File: src/hw/suspend_plane_map.svh
// Register offsets, field positions, reset values and timing counts for the
// suspend plane and status output block.
// Assumes inclusion by bare name from the design module.
`ifndef SUSPEND_PLANE_MAP_SVH
`define SUSPEND_PLANE_MAP_SVH

// Word byte offsets on the Avalon-MM register bus.
`define SPO_OFS_CTRL 8'h00
`define SPO_OFS_THROTTLE 8'h04
`define SPO_OFS_PINSEL 8'h08
`define SPO_OFS_GPO 8'h34
`define SPO_OFS_GPI 8'h30
`define SPO_OFS_STATUS 8'h0C
`define SPO_OFS_MASK 8'h10
`define SPO_OFS_STATE 8'h14

// Control register fields.
`define SPO_CTRL_THERM_EN 0
`define SPO_CTRL_ALERT_EN 1
`define SPO_CTRL_RESET 32'h0000_0000

// Pin selection fields: one means the pin serves its general-purpose use.
`define SPO_SEL_SECONDARY 0
`define SPO_SEL_TERTIARY 1
`define SPO_SEL_HOSTCLK 2
`define SPO_SEL_SYSSUSP 3
`define SPO_SEL_SRAM 4
`define SPO_SEL_ALERT_GPI 5
`define SPO_SEL_THERM_GPI 6
`define SPO_PINSEL_RESET 32'h0000_0000

// General-purpose output bit positions.
`define SPO_GPO_FIFTEEN 15
`define SPO_GPO_SIXTEEN 16
`define SPO_GPO_NINETEEN 19
`define SPO_GPO_TWENTY 20
`define SPO_GPO_TWENTYONE 21
`define SPO_GPO_RESET 32'h0000_0000

// General-purpose input bit positions.
`define SPO_GPI_EIGHT 8
`define SPO_GPI_ELEVEN 11

// Status and mask fields.
`define SPO_ST_ALERT 0
`define SPO_ST_THERM 1
`define SPO_ST_WIDTH 2
`define SPO_MASK_RESET 2'h0

// Throttle half period minus one, in clock cycles, reset value.
`define SPO_THROTTLE_RESET 16'h0100

`endif

File: src/hw/suspend_plane_pkg.sv
// Types shared by the suspend plane and status output block.
// Assumes the map header is on the include path.
package suspend_plane_pkg;

    // Suspend states supplied by the suspend sequencer.
    typedef enum logic [2:0] {
        ST_ON,
        ST_STOP_CLOCK,
        ST_POWER_ON_SUSPEND,
        ST_SUSPEND_TO_RAM,
        ST_SUSPEND_TO_DISK
    } suspend_state_t;

    // Pin function selections held in the pin select register.
    typedef struct packed {
        logic therm_gpi;
        logic alert_gpi;
        logic sram_gpo;
        logic syssusp_gpo;
        logic hostclk_gpo;
        logic tertiary_gpo;
        logic secondary_gpo;
    } pin_select_t;

    // Plane and status outputs travelling together; active low except sram_sleep.
    typedef struct packed {
        logic primary_n;
        logic secondary_n;
        logic tertiary_n;
        logic hostclk_n;
        logic syssusp_n;
        logic sram_sleep;
    } plane_out_t;

endpackage

File: src/hw/suspend_plane_status_outputs.sv
// Suspend power plane controls, suspend status outputs, cache SRAM sleep,
// thermal clock throttling and bus alert event logic.
// Assumes the suspend state arrives on CLK from the suspend sequencer and
// that thermal and alert pins are asynchronous to CLK.
//
// The Avalon-MM register port and the placing of the registers are this design's own decisions.
`timescale 1ns/1ps
`default_nettype none
`include "suspend_plane_map.svh"

module suspend_plane_status_outputs (
    input wire logic CLK,
    input wire logic RESET,
    input wire logic [7:0] AVS_ADDRESS,
    input wire logic AVS_READ,
    input wire logic AVS_WRITE,
    input wire logic [31:0] AVS_WRITEDATA,
    input wire logic [3:0] AVS_BYTEENABLE,
    output logic [31:0] AVS_READDATA,
    output logic AVS_WAITREQUEST,
    input wire logic [2:0] SUSPEND_STATE,
    input wire logic THERMAL_DETECT_N,
    input wire logic BUS_ALERT_N,
    input wire logic SMB_CLK_IN,
    input wire logic SMB_DATA_IN,
    output logic SMB_CLK_OUT,
    output logic SMB_CLK_OE_N,
    output logic SMB_DATA_OUT,
    output logic SMB_DATA_OE_N,
    output logic PRIMARY_PLANE_CTL_N,
    output logic SECONDARY_PLANE_CTL_N,
    output logic TERTIARY_PLANE_CTL_N,
    output logic HOST_CLOCK_STATUS_N,
    output logic SYSTEM_SUSPEND_STATUS_N,
    output logic CACHE_SRAM_SLEEP,
    output logic CPU_STOP_CLOCK_REQ_N,
    output logic THROTTLE_ACTIVE,
    output logic ALERT_EVENT,
    output logic IRQ
);

    // ==========================================================
    // Input synchronisers
    // ==========================================================
    logic therm_meta_ff;
    logic therm_sync_ff;
    logic alert_meta_ff;
    logic alert_sync_ff;

    // Two flops per asynchronous pin before any logic looks at it.
    always_ff @(posedge CLK or posedge RESET) begin
        if (RESET) begin
            therm_meta_ff <= 1'b1;
            therm_sync_ff <= 1'b1;
            alert_meta_ff <= 1'b1;
            alert_sync_ff <= 1'b1;
        end else begin
            therm_meta_ff <= THERMAL_DETECT_N;
            therm_sync_ff <= therm_meta_ff;
            alert_meta_ff <= BUS_ALERT_N;
            alert_sync_ff <= alert_meta_ff;
        end
    end

    // ==========================================================
    // Register bus decode
    // ==========================================================
    logic [31:0] ctrl_ff;
    logic [31:0] pinsel_ff;
    logic [31:0] gpo_ff;
    logic [15:0] rate_ff;
    logic [`SPO_ST_WIDTH-1:0] status_ff;
    logic [`SPO_ST_WIDTH-1:0] mask_ff;
    logic [31:0] rdata_ff;
    logic rd_done_ff;

    wire hit_ctrl = AVS_ADDRESS == `SPO_OFS_CTRL;
    wire hit_rate = AVS_ADDRESS == `SPO_OFS_THROTTLE;
    wire hit_pinsel = AVS_ADDRESS == `SPO_OFS_PINSEL;
    wire hit_gpo = AVS_ADDRESS == `SPO_OFS_GPO;
    wire hit_gpi = AVS_ADDRESS == `SPO_OFS_GPI;
    wire hit_status = AVS_ADDRESS == `SPO_OFS_STATUS;
    wire hit_mask = AVS_ADDRESS == `SPO_OFS_MASK;
    wire hit_state = AVS_ADDRESS == `SPO_OFS_STATE;
    wire wr_en = AVS_WRITE;

    // Byte-lane merge used by the control, pin select, output and throttle words.
    function automatic logic [31:0] merge(input logic [31:0] old,
                                          input logic [31:0] nw,
                                          input logic [3:0] be);
        logic [31:0] r;
        r = old;
        for (int i = 0; i < 4; i++) begin
            if (be[i]) begin
                r[i*8 +: 8] = nw[i*8 +: 8];
            end
        end
        return r;
    endfunction

    wire [31:0] wmerged_ctrl = merge(ctrl_ff, AVS_WRITEDATA, AVS_BYTEENABLE);
    wire [31:0] wmerged_sel = merge(pinsel_ff, AVS_WRITEDATA, AVS_BYTEENABLE);
    wire [31:0] wmerged_gpo = merge(gpo_ff, AVS_WRITEDATA, AVS_BYTEENABLE);
    wire [31:0] wmerged_rate = merge({16'h0000, rate_ff}, AVS_WRITEDATA,
                                     AVS_BYTEENABLE);

    // Writes complete at once; reads wait one cycle for registered data.
    assign AVS_WAITREQUEST = AVS_READ & ~rd_done_ff;
    assign AVS_READDATA = rdata_ff;

    // ==========================================================
    // Configuration registers
    // ==========================================================
    wire therm_en = ctrl_ff[`SPO_CTRL_THERM_EN];
    wire alert_en = ctrl_ff[`SPO_CTRL_ALERT_EN];
    suspend_plane_pkg::pin_select_t sel;
    assign sel = pinsel_ff[6:0];

    always_ff @(posedge CLK or posedge RESET) begin
        if (RESET) begin
            ctrl_ff <= `SPO_CTRL_RESET;
            pinsel_ff <= `SPO_PINSEL_RESET;
            rate_ff <= `SPO_THROTTLE_RESET;
            mask_ff <= `SPO_MASK_RESET;
        end else if (wr_en) begin
            if (hit_ctrl) ctrl_ff <= wmerged_ctrl;
            if (hit_pinsel) pinsel_ff <= wmerged_sel;
            if (hit_rate) rate_ff <= wmerged_rate[15:0];
            if (hit_mask) mask_ff <= AVS_WRITEDATA[`SPO_ST_WIDTH-1:0];
        end
    end

    always_ff @(posedge CLK or posedge RESET) begin
        if (RESET) begin
            gpo_ff <= `SPO_GPO_RESET;
        end else if (wr_en && hit_gpo) begin
            gpo_ff <= wmerged_gpo;
        end
    end

    // ==========================================================
    // Suspend state decode
    // ==========================================================
    suspend_plane_pkg::suspend_state_t state;
    assign state = suspend_plane_pkg::suspend_state_t'(SUSPEND_STATE);
    wire in_pos = state == suspend_plane_pkg::ST_POWER_ON_SUSPEND;
    wire in_str = state == suspend_plane_pkg::ST_SUSPEND_TO_RAM;
    wire in_std = state == suspend_plane_pkg::ST_SUSPEND_TO_DISK;
    wire in_cpu_stop_clock_req_n = state == suspend_plane_pkg::ST_STOP_CLOCK;
    wire any_susp = in_pos | in_str | in_std;

    // ==========================================================
    // Thermal throttle
    // ==========================================================
    logic [15:0] thr_cnt_ff;
    logic stp_ff;
    // Thermal pin only throttles when not a general input.
    wire throttle = therm_en & ~sel.therm_gpi & ~therm_sync_ff;
    wire thr_wrap = thr_cnt_ff >= rate_ff;

    always_ff @(posedge CLK or posedge RESET) begin
        if (RESET) begin
            thr_cnt_ff <= 16'h0000;
            stp_ff <= 1'b0;
        end else if (!throttle) begin
            thr_cnt_ff <= 16'h0000;
            stp_ff <= 1'b0;
        end else if (thr_wrap) begin
            thr_cnt_ff <= 16'h0000;
            stp_ff <= ~stp_ff;
        end else begin
            thr_cnt_ff <= thr_cnt_ff + 16'h0001;
        end
    end

    wire cpu_stopped = in_cpu_stop_clock_req_n | stp_ff;

    // ==========================================================
    // Plane and status outputs
    // ==========================================================
    suspend_plane_pkg::plane_out_t nxt_out;
    suspend_plane_pkg::plane_out_t out_ff;

    assign nxt_out.primary_n = ~any_susp;
    assign nxt_out.secondary_n = sel.secondary_gpo ?
        gpo_ff[`SPO_GPO_FIFTEEN] : ~(in_str | in_std);
    assign nxt_out.tertiary_n = sel.tertiary_gpo ?
        gpo_ff[`SPO_GPO_SIXTEEN] : ~in_std;
    assign nxt_out.hostclk_n = sel.hostclk_gpo ?
        gpo_ff[`SPO_GPO_TWENTY] : ~(cpu_stopped | any_susp);
    assign nxt_out.syssusp_n = sel.syssusp_gpo ?
        gpo_ff[`SPO_GPO_TWENTYONE] : ~any_susp;
    assign nxt_out.sram_sleep = sel.sram_gpo ?
        gpo_ff[`SPO_GPO_NINETEEN] : cpu_stopped & ~any_susp;

    always_ff @(posedge CLK or posedge RESET) begin
        if (RESET) begin
            out_ff <= '0;
        end else begin
            out_ff <= nxt_out;
        end
    end

    assign PRIMARY_PLANE_CTL_N = out_ff.primary_n;
    assign SECONDARY_PLANE_CTL_N = out_ff.secondary_n;
    assign TERTIARY_PLANE_CTL_N = out_ff.tertiary_n;
    assign HOST_CLOCK_STATUS_N = out_ff.hostclk_n;
    assign SYSTEM_SUSPEND_STATUS_N = out_ff.syssusp_n;
    assign CACHE_SRAM_SLEEP = out_ff.sram_sleep;
    assign CPU_STOP_CLOCK_REQ_N = ~stp_ff;
    assign THROTTLE_ACTIVE = throttle;

    // ==========================================================
    // Bus pins
    // ==========================================================
    // Bus pins undriven.
    assign SMB_CLK_OUT = 1'b0;
    assign SMB_CLK_OE_N = 1'b1;
    assign SMB_DATA_OUT = 1'b0;
    assign SMB_DATA_OE_N = 1'b1;

    // ==========================================================
    // Events and interrupt
    // ==========================================================
    logic alert_prev_ff;
    logic therm_prev_ff;
    wire alert_set = alert_en & ~sel.alert_gpi & alert_prev_ff
                     & ~alert_sync_ff;
    wire therm_set = throttle & therm_prev_ff;
    wire [`SPO_ST_WIDTH-1:0] ev_set = {therm_set, alert_set};
    wire [`SPO_ST_WIDTH-1:0] ev_clr = (wr_en && hit_status) ?
        AVS_WRITEDATA[`SPO_ST_WIDTH-1:0] : '0;

    // Set wins over a same-cycle write-one-to-clear.
    always_ff @(posedge CLK or posedge RESET) begin
        if (RESET) begin
            alert_prev_ff <= 1'b1;
            therm_prev_ff <= 1'b1;
            status_ff <= '0;
            ALERT_EVENT <= 1'b0;
        end else begin
            alert_prev_ff <= alert_sync_ff;
            therm_prev_ff <= ~throttle;
            status_ff <= (status_ff & ~ev_clr) | ev_set;
            ALERT_EVENT <= alert_set;
        end
    end

    assign IRQ = |(status_ff & mask_ff);

    // ==========================================================
    // Read data
    // ==========================================================
    wire [31:0] gpi_word = ({31'h0, therm_sync_ff} << `SPO_GPI_EIGHT)
                         | ({31'h0, alert_sync_ff} << `SPO_GPI_ELEVEN);
    wire [31:0] rd_mux =
        hit_ctrl ? ctrl_ff :
        hit_rate ? {16'h0000, rate_ff} :
        hit_pinsel ? pinsel_ff :
        hit_gpo ? gpo_ff :
        hit_gpi ? gpi_word :
        hit_status ? {30'h0, status_ff} :
        hit_mask ? {30'h0, mask_ff} :
        hit_state ? {26'h0, out_ff} : 32'h0000_0000;

    // Read data registered; unmapped addresses read zero.
    always_ff @(posedge CLK or posedge RESET) begin
        if (RESET) begin
            rdata_ff <= 32'h0000_0000;
            rd_done_ff <= 1'b0;
        end else begin
            rdata_ff <= rd_mux;
            rd_done_ff <= AVS_READ & ~rd_done_ff;
        end
    end

endmodule
`default_nettype wire

File: config.mk
export PLATFORM = sky130hd
export DESIGN_NAME = suspend_plane_status_outputs
export DESIGN_NICKNAME = d
export VERILOG_FILES = /design/src/hw/suspend_plane_pkg.sv /design/src/hw/suspend_plane_status_outputs.sv
export VERILOG_INCLUDE_DIRS = /design/src /design/src/hw
export SDC_FILE = /design/constraint.sdc
export NUM_CORES = 1
export LEC_CHECK = 0
export BUFFER_PORTS_ARGS = -buffer_cell sky130_fd_sc_hd__buf_2
export CORE_MARGIN = 8
export CORE_UTILIZATION = 52
export DETAILED_ROUTE_END_ITERATION = 7
export MAX_ROUTING_LAYER = met4
export PLACE_DENSITY = 0.8
export REMOVE_ABC_BUFFERS = 1
export SLEW_MARGIN = 0
export SYNTH_ARGS = -nofsm -noshare
export SYNTH_HDL_FRONTEND = slang
export SYNTH_SLANG_ARGS = --single-unit
File: constraint.sdc
create_clock -name CLK -period 7.05 [get_ports CLK]
set_input_delay 2.115 -clock CLK [delete_from_list [all_inputs] [get_ports CLK]]
set_output_delay 2.115 -clock CLK [all_outputs]
set_load 0.005 [all_outputs]
==> results.txt <==
status: finished, final reports clean
Post-Syn Area: 7974 sq um
CP max stage delay: 680 ps
final setup violation count: 0
DR pass1 iterations: 7
hold_sp: therm_meta_ff
Die X: 139.8 um
critical path class: in2reg
nets: 782
Rel. slew slack: 34.54%
H-tree depth: 4
largest net degree at the start of global routing: 70
Post-synth EDFFs: 0
clock buffer count from CTS: 17
Distinct cells, synth: 46
RSZ-0062 raised after global routing: false
Slowest-stage cell, CP: and3_1
worst-case clock buffer depth: 2
setup TNS: 0 ps
WL final: 18.38 mm
Area growth syn-to-layout: 15.28%
Reg2Reg Setup Slack: 5010 ps
Reg2Reg Launch Point: rate_ff[8]
fin util: 60.92%
Buffers & Inverters on Critical Path: 2
fin crit period: 4885 ps
pin slew with the least headroom to its limit: 980.0 ps
Critical Path End Type: flop
via count: 5274
Max VDD drop: 0.0001934 V
Initial Util: 52.84%
Yosys reg bits: 179
vias in the first global route: 5546
I/O pins: 102
MaxCap Viol Count: 0
# port buffers: 95
Hold EP: therm_sync_ff
Iter 0 DRT Violations: 516
# DRC: 0
Worst Hold Class: reg2reg
Core Region: 15090 sq um
Top Family by Delay on Critical Path: simple AND/OR/NAND/NOR gates
ranking of synthesized cells by area: dfrtp_1 (54%), mux2_2 (10%), mux2_4 (6.0%)
worst path cell trace: buf_2 -> or4_4 -> nor3b_2 -> and3_1 -> buf_4 -> and3_1 -> mux2_2
FMAX: 204.7 MHz
All-Layer GR Usage: 20.01%
layout cells sized above 1: 36.51%
hold_buf cts: 0
P per Cell Area: 227.6 nW/um^2
cts repair resizes: 0
Yosys top cell area share: 53.98%
leakage: 4.710 nW
GPL Wtd Cong: 0.8679
final-report hold violation count: 0
fin. max-slew vios: 0
post-synthesis instance total: 615
Sink Count: 179
Post-CTS Setup Bufs: 0
Worst Skew: 15.19 ps
Primary FF master, synth: dfrtp_1
CTS tree: built
Routed Antenna Nets: 0
height of the die: 139.8 um
GRT Residual Overflow: 0
WHS Path Cells: 0
full die area: 19550 sq um
first-pass GRT wire length: 30.11 mm
CP startpoint kind: primary input
Clk Latency, worst-skew pair: 440 ps
syn avg cell area: 12.97 sq um
R2R cell count: 8
final setup margin: 2165 ps
CP required: 7370 ps
crit-path most repeated cell: and3_1
num rows: 45
R2R Path End: stp_ff
antenna violations before repair: 0
cell taking the most area after synthesis: dfrtp_1
Inserted Diodes: 0
crit share post-route: 69.29%
CP arrival: 5200 ps
Root Buffer: clkbuf_16
sequential share of the synthesized area: 56.28%
clk slew on worst S/H paths: 70 ps
Yosys warnings: 0
Async SR Flop Fraction: 100.0%
wire length per cell: 20.18 um
via density per instance: 5.789
pre-CTS setup slack: 1771 ps
largest fanout on the critical path: 18
hpwl dp: 12.67 mm
-- worst max path at each step --
stage	startpoint	end	slack (ps)	cells after the start
final	AVS_ADDRESS[7]	gpo_ff[7]	2170	7
after global routing	AVS_ADDRESS[7]	gpo_ff[0]	1970	7
after CTS	AVS_ADDRESS[7]	gpo_ff[12]	2210	7
after detailed placement	AVS_ADDRESS[7]	gpo_ff[9]	1770	7
after global placement	AVS_ADDRESS[7]	gpo_ff[4]	1820	7
after floorplan	RESET	ALERT_EVENT	90	1
-- per-layer routing --
metal  vias to the layer above  global-route usage, %  part of all wire [%]
met5                         -                      -                     0
met4                         0                  7.314                   1.9
met3                        31                  3.181                   4.8
met2                       186                  31.13                    48
met1                      2698                  26.15                    45
li1                       2359                      -                     -
-- logic make-up after synthesis --
group,count (synthesis),share of synthesized area (%)
buf+inv,55,3.044
mux,136,20.73
xor+xnor,15,1.648
other cells,2,0.09418
simple gates,138,9.336
flops,179,56.28
compound gates,73,6.198
fa+ha+maj,17,2.667
-- worst register-to-register path, cell delays in order (launching register included) --
cell and delay [ps]:
dfstp_2 550, inv_1 60, ha_1 290, nand4_1 130, o21bai_1 90, a211oi_1 320
o41ai_2 120, buf_4 210, mux2i_1 140
-- power breakdown --
part | switching [W] | total [W] | internal, W
clock | 0.000397 | 0.000910 | 0.000513
sequential | 0.0000183 | 0.00107 | 0.00105
combinational | 0.0000652 | 0.000110 | 0.0000448
total | 0.000480 | 0.00209 | 0.00161
-- through the flow --
stage                     std cells  hold WS [ps]  power (W)  area (sq um)
after floorplan                 589         345.2   0.001142          7840
after global placement          879         348.2   0.001193          8621
after detailed placement        879         347.8   0.001200          8621
after CTS                       911         357.1   0.002102          9193
after global routing            911         360.3   0.002159          9193
final                           911         355.1   0.002092          9193
-- registers in the layout (all words and copies together), names as in the netlist, 2 cells and up --
register      flops
status_ff         2
gpo_ff           32
AVS_READDATA     32
pinsel_ff        32
mask_ff           2
ctrl_ff          32
rate_ff          16
thr_cnt_ff       16
-- layout make-up --
cell class	instances	area (sq um)
clock buffers	20	466.7
clock inverters	12	105.1
fillers	1167	5897
inverters	27	106.4
multi-input cells	383	3263
flip-flops and latches	179	4488
well taps	188	235.2
repair buffers	102	528.0
-- Yosys cell counts (6+ instances only) --
cell type	number
dfstp_2	7
o21ai_0	9
buf_4	6
clkbuf_1	9
buf_2	11
dfrtp_1	172
a22oi_1	20
mux2i_1	17
nand3_1	11
a21oi_1	19
nand2_1	53
nor2_1	30
mux2_4	32
mux2_1	12
xnor2_1	8
and3_1	9
inv_1	27
mux2_2	73
xor2_1	7
nand4_1	7
nand3_4	7
ha_1	17
-- placed cells by master (no fill, tap or decap), types with 19 or more instances in the layout --
cell type / count
dfrtp_1: 172
buf_2: 95
mux2_2: 73
nand2_1: 53
mux2_4: 32
nor2_1: 30
inv_1: 26
a22oi_1: 20
a21oi_1: 19
(Power assumes the default switching activity.)
